$ cat config.mk
export PLATFORM = sky130hd
export DESIGN_NAME = flash_row_write_sequencer
export DESIGN_NICKNAME = d
export VERILOG_FILES = /design/src/verilog/flash_row_write_sequencer_pkg.sv /design/src/verilog/flash_row_write_sequencer.sv
export VERILOG_INCLUDE_DIRS = /design/src /design/src/verilog
export SDC_FILE = /design/constraint.sdc
export NUM_CORES = 1
export LEC_CHECK = 0
export ABC_AREA = 0
export BUFFER_PORTS_ARGS = -buffer_cell sky130_fd_sc_hd__buf_2
export CAP_MARGIN = 15
export CELL_PAD_IN_SITES_DETAIL_PLACEMENT = 2
export CELL_PAD_IN_SITES_GLOBAL_PLACEMENT = 2
export CORE_MARGIN = 2
export CORE_UTILIZATION = 36
export DETAILED_ROUTE_END_ITERATION = 16
export HOLD_SLACK_MARGIN = 0.15
export PLACE_DENSITY = 0.82
export SYNTH_ARGS = -nofsm -noshare
export SYNTH_HDL_FRONTEND = slang
export SYNTH_SLANG_ARGS = --single-unit
$ cat constraint.sdc
create_clock -name hclk -period 2.1 [get_ports hclk]
set_clock_uncertainty 0.05 [all_clocks]
set_input_delay 0.63 -clock hclk [delete_from_list [all_inputs] [get_ports hclk]]
set_output_delay 0.63 -clock hclk [all_outputs]
set_load 0.005 [all_outputs]
$ cat src/verilog/flash_row_write_sequencer_map.svh
// Register offsets, field positions, reset values and timing counts of the flash row write sequencer.
// Assumes a 32-bit AHB-Lite register bus clocked at 100 MHz.
`ifndef FLASH_ROW_WRITE_SEQUENCER_MAP_SVH
`define FLASH_ROW_WRITE_SEQUENCER_MAP_SVH

// ----------------------------------------------------------------
// Register byte offsets
// ----------------------------------------------------------------
`define FRWS_OFS_CONTROL    8'h00
`define FRWS_OFS_UNLOCK     8'h04
`define FRWS_OFS_ADDR_LOW   8'h08
`define FRWS_OFS_ADDR_HIGH  8'h0C
`define FRWS_OFS_DATA_LOW   8'h10
`define FRWS_OFS_DATA_HIGH  8'h14
`define FRWS_OFS_STATUS     8'h18

// ----------------------------------------------------------------
// Control register fields
// ----------------------------------------------------------------
`define FRWS_CTL_WR         1
`define FRWS_CTL_PERMIT     2
`define FRWS_CTL_ERROR      3
`define FRWS_CTL_ERASE      4
`define FRWS_CTL_LATCH_ONLY 5
`define FRWS_CTL_CFG_SEL    6
`define FRWS_CTL_PROG_SEL   7

// ----------------------------------------------------------------
// Unlock keys and reset values
// ----------------------------------------------------------------
`define FRWS_KEY_FIRST      8'h55
`define FRWS_KEY_SECOND     8'hAA
`define FRWS_ERASED_WORD    14'h3FFF
`define FRWS_LATCH_COUNT    16

// ----------------------------------------------------------------
// Write-protect segment limits (word addresses below the limit are protected, up to and including it for ALL)
// ----------------------------------------------------------------
`define FRWS_WP_LIMIT_HALF  15'h0200
`define FRWS_WP_LIMIT_MOST  15'h0400
`define FRWS_WP_LIMIT_ALL   15'h7FFF

// ----------------------------------------------------------------
// Timing
// ----------------------------------------------------------------
`define FRWS_CLK_PERIOD_NS  10
`define FRWS_SETUP_CYCLES   2
`define FRWS_PROG_TIME_NS   2000000
`define FRWS_PROG_CYCLES    (`FRWS_PROG_TIME_NS / `FRWS_CLK_PERIOD_NS)

`endif

$ cat src/verilog/flash_row_write_sequencer_pkg.sv
// Types shared by the flash row write sequencer and its bench.
// Assumes nothing beyond the map header for numbers.
`default_nettype none

package flash_row_write_sequencer_pkg;

   // ----------------------------------------------------------------
   // Sequencer states
   // ----------------------------------------------------------------
   typedef enum logic [4:0] {
      ST_IDLE  = 5'b00001,
      ST_SETUP = 5'b00010,
      ST_PROG  = 5'b00100,
      ST_ERASE = 5'b01000,
      ST_WAIT  = 5'b10000
   } seq_state_e;

   // ----------------------------------------------------------------
   // Command to the flash array
   // ----------------------------------------------------------------
   typedef struct packed {
      logic        word_we;
      logic        row_erase;
      logic [14:0] addr;
      logic [13:0] wdata;
   } flash_cmd_s;

endpackage : flash_row_write_sequencer_pkg

`default_nettype wire
$ cat src/verilog/flash_row_write_sequencer.sv
// Flash self-programming sequencer: unlock, 16 write latches, row program and row erase.
// Assumes a single AHB-Lite master on hclk and a flash array that accepts one word or erase per strobe.
//
// Our own choices: the register offsets and the AHB-Lite interface to the registers.
`timescale 1ns/1ps
`default_nettype none
`include "flash_row_write_sequencer_map.svh"

// Summary of operation
// - Program never erases the target first
// - At most 16 words, row aligned
// - Latches reset to 3FFF after write
// - Latch load and program need unlock
// - Latch-only set: store word, no write
// - Latch-only clear: load last, program block
// - Commit programs all latches, loaded or not
// - Two setup cycles after initiate
// - Processor stalls only during commit program or row erase
// - Latch loads never stall the processor
// - Resume after stall ends
// - Erase works on whole rows only
// - Erase-select erases row, stalls until done
// - Initiate needs permit already set
// - Hardware clears initiate on completion
// - Refuse protected target addresses
// - Row and latch block 16 words aligned
module flash_row_write_sequencer #(
   parameter int unsigned PROG_CYCLES = `FRWS_PROG_CYCLES
) (
   // Clock and reset
   input  wire logic                                hclk,
   input  wire logic                                hresetn,
   // AHB-Lite slave
   input  wire logic                                hsel,
   input  wire logic [31:0]                         haddr,
   input  wire logic [1:0]                          htrans,
   input  wire logic                                hwrite,
   input  wire logic [2:0]                          hsize,
   input  wire logic [31:0]                         hwdata,
   input  wire logic                                hready,
   output logic [31:0]                              hrdata,
   output logic                                     hreadyout,
   output logic                                     hresp,
   // Configuration
   input  wire logic [1:0]                          write_protect_range,
   // Processor and flash array
   output logic                                     cpu_stall,
   output flash_row_write_sequencer_pkg::flash_cmd_s flash_cmd
);

   // ----------------------------------------------------------------
   // Helpers
   // ----------------------------------------------------------------
   function automatic logic is_protected(input logic [1:0] range, input logic [14:0] addr);
      case (range)
         2'b11:   is_protected = 1'b0;
         2'b10:   is_protected = addr < `FRWS_WP_LIMIT_HALF;
         2'b01:   is_protected = addr < `FRWS_WP_LIMIT_MOST;
         default: is_protected = addr <= `FRWS_WP_LIMIT_ALL;
      endcase
   endfunction : is_protected

   // ----------------------------------------------------------------
   // Storage
   // ----------------------------------------------------------------
   flash_row_write_sequencer_pkg::seq_state_e state_q;
   logic [13:0] latch_q [`FRWS_LATCH_COUNT];
   logic [7:0]  addr_low_q;
   logic [6:0]  addr_high_q;
   logic [7:0]  data_low_q;
   logic [5:0]  data_high_q;
   logic        wr_q;
   logic        permit_q;
   logic        error_q;
   logic        erase_sel_q;
   logic        latch_only_q;
   logic        cfg_sel_q;
   logic        prog_sel_q;
   logic [1:0]  key_stage_q;
   logic [3:0]  word_idx_q;
   logic [17:0] wait_cnt_q;
   logic [1:0]  setup_cnt_q;
   logic        op_erase_q;

   // ----------------------------------------------------------------
   // AHB-Lite address and data phase
   // ----------------------------------------------------------------
   logic       dph_write_q;
   logic       dph_read_q;
   logic [7:0] dph_addr_q;
   logic       addr_take;

   assign addr_take = hsel && htrans[1] && hready;

   always_ff @(posedge hclk or negedge hresetn) begin
      if (!hresetn) begin
         dph_write_q <= 1'b0;
         dph_read_q  <= 1'b0;
         dph_addr_q  <= 8'h00;
      end else if (hready) begin
         dph_write_q <= addr_take && hwrite;
         dph_read_q  <= addr_take && !hwrite;
         dph_addr_q  <= {haddr[7:2], 2'b00};
      end
   end

   // Registers never insert wait states; the core stall is a separate signal.
   assign hreadyout = 1'b1;
   assign hresp     = 1'b0;

   logic wr_ctl;
   logic wr_key;
   assign wr_ctl = dph_write_q && (dph_addr_q == `FRWS_OFS_CONTROL);
   assign wr_key = dph_write_q && (dph_addr_q == `FRWS_OFS_UNLOCK);

   // ----------------------------------------------------------------
   // Unlock sequence
   // ----------------------------------------------------------------
   // Any other register write between the keys and the initiate breaks the sequence.
   always_ff @(posedge hclk or negedge hresetn) begin
      if (!hresetn) begin
         key_stage_q <= 2'd0;
      end else if (wr_key) begin
         if (hwdata[7:0] == `FRWS_KEY_FIRST) begin
            key_stage_q <= 2'd1;
         end else if (hwdata[7:0] == `FRWS_KEY_SECOND && key_stage_q == 2'd1) begin
            key_stage_q <= 2'd2;
         end else begin
            key_stage_q <= 2'd0;
         end
      end else if (dph_write_q) begin
         key_stage_q <= 2'd0;
      end
   end

   // ----------------------------------------------------------------
   // Initiate decision
   // ----------------------------------------------------------------
   logic [14:0] target_addr;
   logic        initiate;
   logic        op_ok;
   logic        go_latch;
   logic        go_commit;
   logic        go_erase;
   logic        refused;
   logic        op_done;

   assign target_addr = {addr_high_q, addr_low_q};
   assign initiate    = wr_ctl && hwdata[`FRWS_CTL_WR] && (key_stage_q == 2'd2)
                        && permit_q
                        && (state_q == flash_row_write_sequencer_pkg::ST_IDLE);
   assign op_ok       = prog_sel_q && !cfg_sel_q && !is_protected(write_protect_range, target_addr);
   assign go_erase    = initiate && op_ok && erase_sel_q;
   assign go_latch    = initiate && op_ok && !erase_sel_q && latch_only_q;
   assign go_commit   = initiate && op_ok && !erase_sel_q && !latch_only_q;
   assign refused     = initiate && !op_ok;
   assign op_done     = (state_q == flash_row_write_sequencer_pkg::ST_WAIT) && (wait_cnt_q == 18'd0);

   // ----------------------------------------------------------------
   // Control register
   // ----------------------------------------------------------------
   always_ff @(posedge hclk or negedge hresetn) begin
      if (!hresetn) begin
         permit_q     <= 1'b0;
         erase_sel_q  <= 1'b0;
         latch_only_q <= 1'b0;
         cfg_sel_q    <= 1'b0;
         prog_sel_q   <= 1'b0;
      end else if (wr_ctl) begin
         // Permit may drop mid-operation; the running operation carries on.
         permit_q     <= hwdata[`FRWS_CTL_PERMIT];
         erase_sel_q  <= hwdata[`FRWS_CTL_ERASE];
         latch_only_q <= hwdata[`FRWS_CTL_LATCH_ONLY];
         cfg_sel_q    <= hwdata[`FRWS_CTL_CFG_SEL];
         prog_sel_q   <= hwdata[`FRWS_CTL_PROG_SEL];
      end
   end

   // Initiate bit reads 1 from a started commit or erase until it completes.
   always_ff @(posedge hclk or negedge hresetn) begin
      if (!hresetn) begin
         wr_q <= 1'b0;
      end else if (go_commit || go_erase) begin
         wr_q <= 1'b1;
      end else if (op_done) begin
         wr_q <= 1'b0;
      end
   end

   // Refusal flag: a refusal in the same cycle as a clearing write wins.
   always_ff @(posedge hclk or negedge hresetn) begin
      if (!hresetn) begin
         error_q <= 1'b0;
      end else if (refused) begin
         error_q <= 1'b1;
      end else if (wr_ctl && !hwdata[`FRWS_CTL_ERROR]) begin
         error_q <= 1'b0;
      end
   end

   // ----------------------------------------------------------------
   // Address and data registers
   // ----------------------------------------------------------------
   always_ff @(posedge hclk or negedge hresetn) begin
      if (!hresetn) begin
         addr_low_q  <= 8'h00;
         addr_high_q <= 7'h00;
         data_low_q  <= 8'h00;
         data_high_q <= 6'h00;
      end else if (dph_write_q) begin
         case (dph_addr_q)
            `FRWS_OFS_ADDR_LOW:  addr_low_q  <= hwdata[7:0];
            `FRWS_OFS_ADDR_HIGH: addr_high_q <= hwdata[6:0];
            `FRWS_OFS_DATA_LOW:  data_low_q  <= hwdata[7:0];
            `FRWS_OFS_DATA_HIGH: data_high_q <= hwdata[5:0];
            default: ;
         endcase
      end
   end

   // ----------------------------------------------------------------
   // Write latches
   // ----------------------------------------------------------------
   // The low four address bits pick the latch, so a block never crosses a row.
   always_ff @(posedge hclk or negedge hresetn) begin
      if (!hresetn) begin
         for (int i = 0; i < `FRWS_LATCH_COUNT; i++) begin
            latch_q[i] <= `FRWS_ERASED_WORD;
         end
      end else if (op_done && !op_erase_q) begin
         for (int i = 0; i < `FRWS_LATCH_COUNT; i++) begin
            latch_q[i] <= `FRWS_ERASED_WORD;
         end
      end else if (go_latch || go_commit) begin
         latch_q[addr_low_q[3:0]] <= {data_high_q, data_low_q};
      end
   end

   // ----------------------------------------------------------------
   // Sequencer
   // ----------------------------------------------------------------
   always_ff @(posedge hclk or negedge hresetn) begin
      if (!hresetn) begin
         state_q     <= flash_row_write_sequencer_pkg::ST_IDLE;
         setup_cnt_q <= 2'd0;
         word_idx_q  <= 4'd0;
         wait_cnt_q  <= 18'd0;
         op_erase_q  <= 1'b0;
      end else begin
         case (state_q)
            flash_row_write_sequencer_pkg::ST_IDLE: begin
               // Latch loads finish here without leaving idle.
               if (go_commit || go_erase) begin
                  state_q     <= flash_row_write_sequencer_pkg::ST_SETUP;
                  setup_cnt_q <= 2'(`FRWS_SETUP_CYCLES - 1);
                  op_erase_q  <= go_erase;
               end
            end
            flash_row_write_sequencer_pkg::ST_SETUP: begin
               if (setup_cnt_q == 2'd0) begin
                  word_idx_q <= 4'd0;
                  state_q    <= op_erase_q ? flash_row_write_sequencer_pkg::ST_ERASE
                                           : flash_row_write_sequencer_pkg::ST_PROG;
               end else begin
                  setup_cnt_q <= setup_cnt_q - 2'd1;
               end
            end
            flash_row_write_sequencer_pkg::ST_PROG: begin
               // Every latch goes out, loaded or still erased.
               word_idx_q <= word_idx_q + 4'd1;
               if (word_idx_q == 4'(`FRWS_LATCH_COUNT - 1)) begin
                  state_q    <= flash_row_write_sequencer_pkg::ST_WAIT;
                  wait_cnt_q <= 18'(PROG_CYCLES - 1);
               end
            end
            flash_row_write_sequencer_pkg::ST_ERASE: begin
               state_q    <= flash_row_write_sequencer_pkg::ST_WAIT;
               wait_cnt_q <= 18'(PROG_CYCLES - 1);
            end
            flash_row_write_sequencer_pkg::ST_WAIT: begin
               if (wait_cnt_q == 18'd0) begin
                  state_q <= flash_row_write_sequencer_pkg::ST_IDLE;
               end else begin
                  wait_cnt_q <= wait_cnt_q - 18'd1;
               end
            end
            default: begin
               state_q <= flash_row_write_sequencer_pkg::ST_IDLE;
            end
         endcase
      end
   end

   // ----------------------------------------------------------------
   // Outputs to processor and flash array
   // ----------------------------------------------------------------
   // Stall covers the flash cycle and the second of the two setup cycles, not the first.
   always_ff @(posedge hclk or negedge hresetn) begin
      if (!hresetn) begin
         cpu_stall <= 1'b0;
      end else begin
         cpu_stall <= ((state_q == flash_row_write_sequencer_pkg::ST_SETUP) && (setup_cnt_q == 2'd0))
                      || (state_q == flash_row_write_sequencer_pkg::ST_PROG)
                      || (state_q == flash_row_write_sequencer_pkg::ST_ERASE)
                      || ((state_q == flash_row_write_sequencer_pkg::ST_WAIT) && (wait_cnt_q != 18'd0));
      end
   end

   // Programming only writes words; no erase strobe accompanies it.
   always_ff @(posedge hclk or negedge hresetn) begin
      if (!hresetn) begin
         flash_cmd <= '0;
      end else begin
         flash_cmd.word_we   <= (state_q == flash_row_write_sequencer_pkg::ST_PROG);
         flash_cmd.row_erase <= (state_q == flash_row_write_sequencer_pkg::ST_ERASE);
         flash_cmd.addr      <= {addr_high_q, addr_low_q[7:4], word_idx_q};
         flash_cmd.wdata     <= latch_q[word_idx_q];
      end
   end

   // ----------------------------------------------------------------
   // Read data
   // ----------------------------------------------------------------
   always_comb begin
      hrdata = 32'h0000_0000;
      if (dph_read_q) begin
         case (dph_addr_q)
            `FRWS_OFS_CONTROL: begin
               hrdata[`FRWS_CTL_WR]         = wr_q;
               hrdata[`FRWS_CTL_PERMIT]     = permit_q;
               hrdata[`FRWS_CTL_ERROR]      = error_q;
               hrdata[`FRWS_CTL_ERASE]      = erase_sel_q;
               hrdata[`FRWS_CTL_LATCH_ONLY] = latch_only_q;
               hrdata[`FRWS_CTL_CFG_SEL]    = cfg_sel_q;
               hrdata[`FRWS_CTL_PROG_SEL]   = prog_sel_q;
            end
            `FRWS_OFS_ADDR_LOW:  hrdata[7:0] = addr_low_q;
            `FRWS_OFS_ADDR_HIGH: hrdata[6:0] = addr_high_q;
            `FRWS_OFS_DATA_LOW:  hrdata[7:0] = data_low_q;
            `FRWS_OFS_DATA_HIGH: hrdata[5:0] = data_high_q;
            `FRWS_OFS_STATUS:    hrdata[6:0] = {key_stage_q, state_q};
            default:             hrdata = 32'h0000_0000;
         endcase
      end
   end

endmodule : flash_row_write_sequencer

`default_nettype wire

==> summary.md <==
| Metric | Value |
|---|---|
| Hold path depth | 2 |
| Vias | between 15,000 and 20,000 |
| First-pass GRT wire length | about 110,000 um |
| Design Area, Final | 21,960 um^2 |
| Starting Density | 0.3661 |
| Mapped Cells | 1,633 |
| Reg clk slew, reported paths | 0.06 ns |
| Worst-path maximum fanout | 8 |
| Simple-gate share of the synthesized area | 0.1179 |
| Vias in the first global route | approximately 17,000 |
| Layout cell share with drive strength beyond 1 | 0.4697 |
| Core Region | roughly 48,000 um^2 |
| Vias/cell | ~6.6 |
| Library cells used by synthesis | 60 |
| Row cnt | 80 |
| Post-Syn Area | 17,550 um^2 |
| Worst-case hold path end point | dph_addr_q[3] |
| Iteration-0 DRC Markers | 1,307 |
| Setup TNS | -122.52 ns |
| WL per Instance | 32.75 um |
| Tot GR Track Use | 0.2851 |
| First-pass DRT Iterations | 7 |
| Final #Nets | between 1,500 and 2,000 |
| Final hold vios | 0 |
| Slew Limit Fails | 0 |
| Post-synthesis xor/xnor area fraction | 0.0009979 |
| Floorplan die width | 224.8 um |
| Tightest Hold Check Type | input port to flip-flop |
| Die area | 50,540 um^2 |
| Synth cell count leaders | 254 x nand2_1, 235 x o31ai_1, 230 x a31oi_1 |
| IR drop worst, VDD | 450.1 uV |
| Worst Reg2Reg Path Length in Cells | 9 |
| FF-to-FF End | latch_q[180] |
| Critical-path top delay cell | or4_4 |
| Final min period | 3.145 ns |
| Ports | 142 |
| Hpwl dp | 40,220 um |
| Clock Sink Count | between 300 and 400 |
| Sequential share of the synthesized area | 0.4893 |
| Port Buffer Count | 61 |
| Worst rel slew slack | 0.2781 |
| CP peak stage delay | ~0.58 ns |
| Status | finished, violations left |
| Post-synth top area share | 0.3368 |
| Hold slack | 0.2360 ns |
| Ant diodes | 0 |
| CP delay by family, top | simple AND/OR/NAND/NOR gates |
| Hold wc startpoint | haddr[3] |
| Largest family of logic cells by synthesized area | compound AO/OA/AOI/OAI gates |
| CTS H-tree lvls | 2 |
| Crit. End Element | output port |
| Root Buffer Master | clkbuf_16 |
| Post-synth EDFFs | 0 |
| CTS tree | done |
| Worst Max-Slew Pin Slew | 1.083 ns |
| Fmax | 318.0 MHz |
| DR DRC count | 0 |
| Routability cong. | around 0.86 |
| Buf/Inv on CP | 2 |
| Worst Path Arrival | 2.47 ns |
| Period utilization | 1.498 |
| # setup viols final | 280 |
| Area growth from synthesis to layout | 25.10% |
| PnR worst setup slack | -1.045 ns |
| Final wirelength | 77,530 um |
| Syn Area/Cell | 10.75 um^2 |
| Worst path required time | 1.42 ns |
| Total gr overflow | 0 |
| Leak pwr | approximately 0.0090 uW |
| PD cells | 738.9 nW/um^2 |
| Detail Route Antenna Nets | 0 |
| Pwr Total | between 15,000 and 20,000 uW |
| Syn. warnings | 0 |
| Violated checks | negative setup slack |
| Count leader, synth | nand2_1 |
| Synth top area cells | dfstp_2 34%, dfrtp_1 15%, o31ai_1 10% |
| Asr flop ratio synth | 1.000 |
| CP Launch Type | flip-flop |
| R2R setup slack | -0.65 ns |
| WS Path Type | flip-flop to output port |
| Crit. path cell count | 6 |
| Mux cell area share after synthesis | 0.1194 |
| Main synth FF type | dfstp_2 |
| Crit-path cells | or4_4 -> nor3b_4 -> buf_12 -> a22oi_2 -> a31oi_2 -> buf_2 |
| RSZ-0062 raised after global routing | true |
| Clk Latency, worst-skew pair | 0.58 ns |
| Initial antenna violation count | 3 |
| Cell taking the most area after synthesis | dfstp_2 |
| Launching point of the worst reg2reg path | dph_addr_q[4] |
| Adder-Cell Fraction of Synth Area | 0.002851 |
| Overall die height | 224.8 um |
| Post-placement cell area | roughly 19,000 um^2 |
| Synth Area in Compound Gates | 0.2045 |
| Longest Clk Path Bufs | 3 |
| Total CTS buffers | 40 |
| Setup Slack @ Placement | -0.5671 ns |
| Pin count of the biggest net entering global routing | 61 |
| Number of max-cap violations | 0 |
| Synth Register Bits | about 330 |
==> worst reg2reg max path: cells and delay by family, from the launching register on <==
family,cells,cell delay [ns]
AOI/OAI and AO/OA,2,0.85
DFF,1,0.38
and+or+nand+nor,3,0.54
buffers and inverters,4,0.83
==> repair_timing <==
action	4_1_cts	5_1_grt
buffers inserted	2	16
cloned	2	0
endpoints found under the hold margin	2	0
resized for setup	115	73
hold buffers	1	0
pin swaps	8	9
endpoints found under the setup margin	277	290
==> flip-flops by register name (all words and copies together), names as in the netlist, 2 cells and up <==
register,cells
latch_q,224
flash_cmd,31
wait_cnt_q,18
addr_low_q,8
data_low_q,8
addr_high_q,7
data_high_q,6
dph_addr_q,6
state_q,5
word_idx_q,4
key_stage_q,2
setup_cnt_q,2
==> cells in the final DEF, fill, tap and decap left out, drive strengths merged, types with 4 or more instances in the layout <==
cell type  instances
mux4              70
buf              232
o31ai            235
nand3             11
and3              18
and2              48
nand2b            11
nor3              10
mux2i              8
or4                9
inv               16
nor4               9
clkinvlp           4
nand4              7
conb              26
ha                 4
dfrtp            107
bufinv             4
o21ai             15
mux2              39
or3                7
clkbuf            51
a31oi            230
clkinv            12
nor3b              5
a21oi             11
a22oi             15
nand2            254
nor2              21
or2                4
dfstp            225
==> layout make-up <==
class	instances	area (um^2)
repair buffers	235	2268
clock buffers	51	1114
inverters	15	56.30
multi-input cells	1098	8932
flip-flops and latches	332	8597
well taps	615	769.5
fillers	4633	25990
clock inverters	21	221.5
==> power by group <==
| group | switching (uW) | leakage (uW) | internal (uW) | total (uW) |
|---|---|---|---|---|
| Sequential | 204 | 0.00364 | 6550 | 6760 |
| Clock | 3080 | 0.000654 | 4260 | 7340 |
| Combinational | 1620 | 0.00472 | 511 | 2130 |
==> through the flow <==
step | cells | util
2_1_floorplan | 1657 | -
3_3_place_gp | 2274 | 0.4049
3_5_place_dp | 2274 | 0.4049
4_1_cts | 2351 | 0.4473
5_1_grt | 2367 | 0.4580
6_report | 2367 | 0.4580
==> worst max-delay path by stage <==
stage                       start   endpoint  slack (ns)
floorplan           dph_addr_q[4]  hrdata[2]       -0.15
global placement    dph_addr_q[5]  hrdata[2]       -0.44
detailed placement  dph_addr_q[5]  hrdata[2]       -0.57
CTS                 dph_addr_q[5]  hrdata[2]       -0.97
global route        dph_addr_q[5]  hrdata[3]       -1.13
finish              dph_addr_q[5]  hrdata[3]       -1.05
==> metal layers <==
metal,track usage,up-vias,routed length (um)
met4,0.1322,0,3628
met3,0.05029,251,4596
met1,0.3465,8371,29770
li1,-,6311,-
met2,0.4921,680,39530
met5,0,-,0
==> logic make-up after synthesis <==
kind of cell / count (synthesis)
AO/OA/AOI/OAI: 521
AND/OR/NAND/NOR: 428
flip-flops: 332
buffers and inverters: 227
multiplexers: 117
adder cells (fa/ha/maj): 4
other: 2
XOR/XNOR: 2
Power figures use the tool's default switching activity.
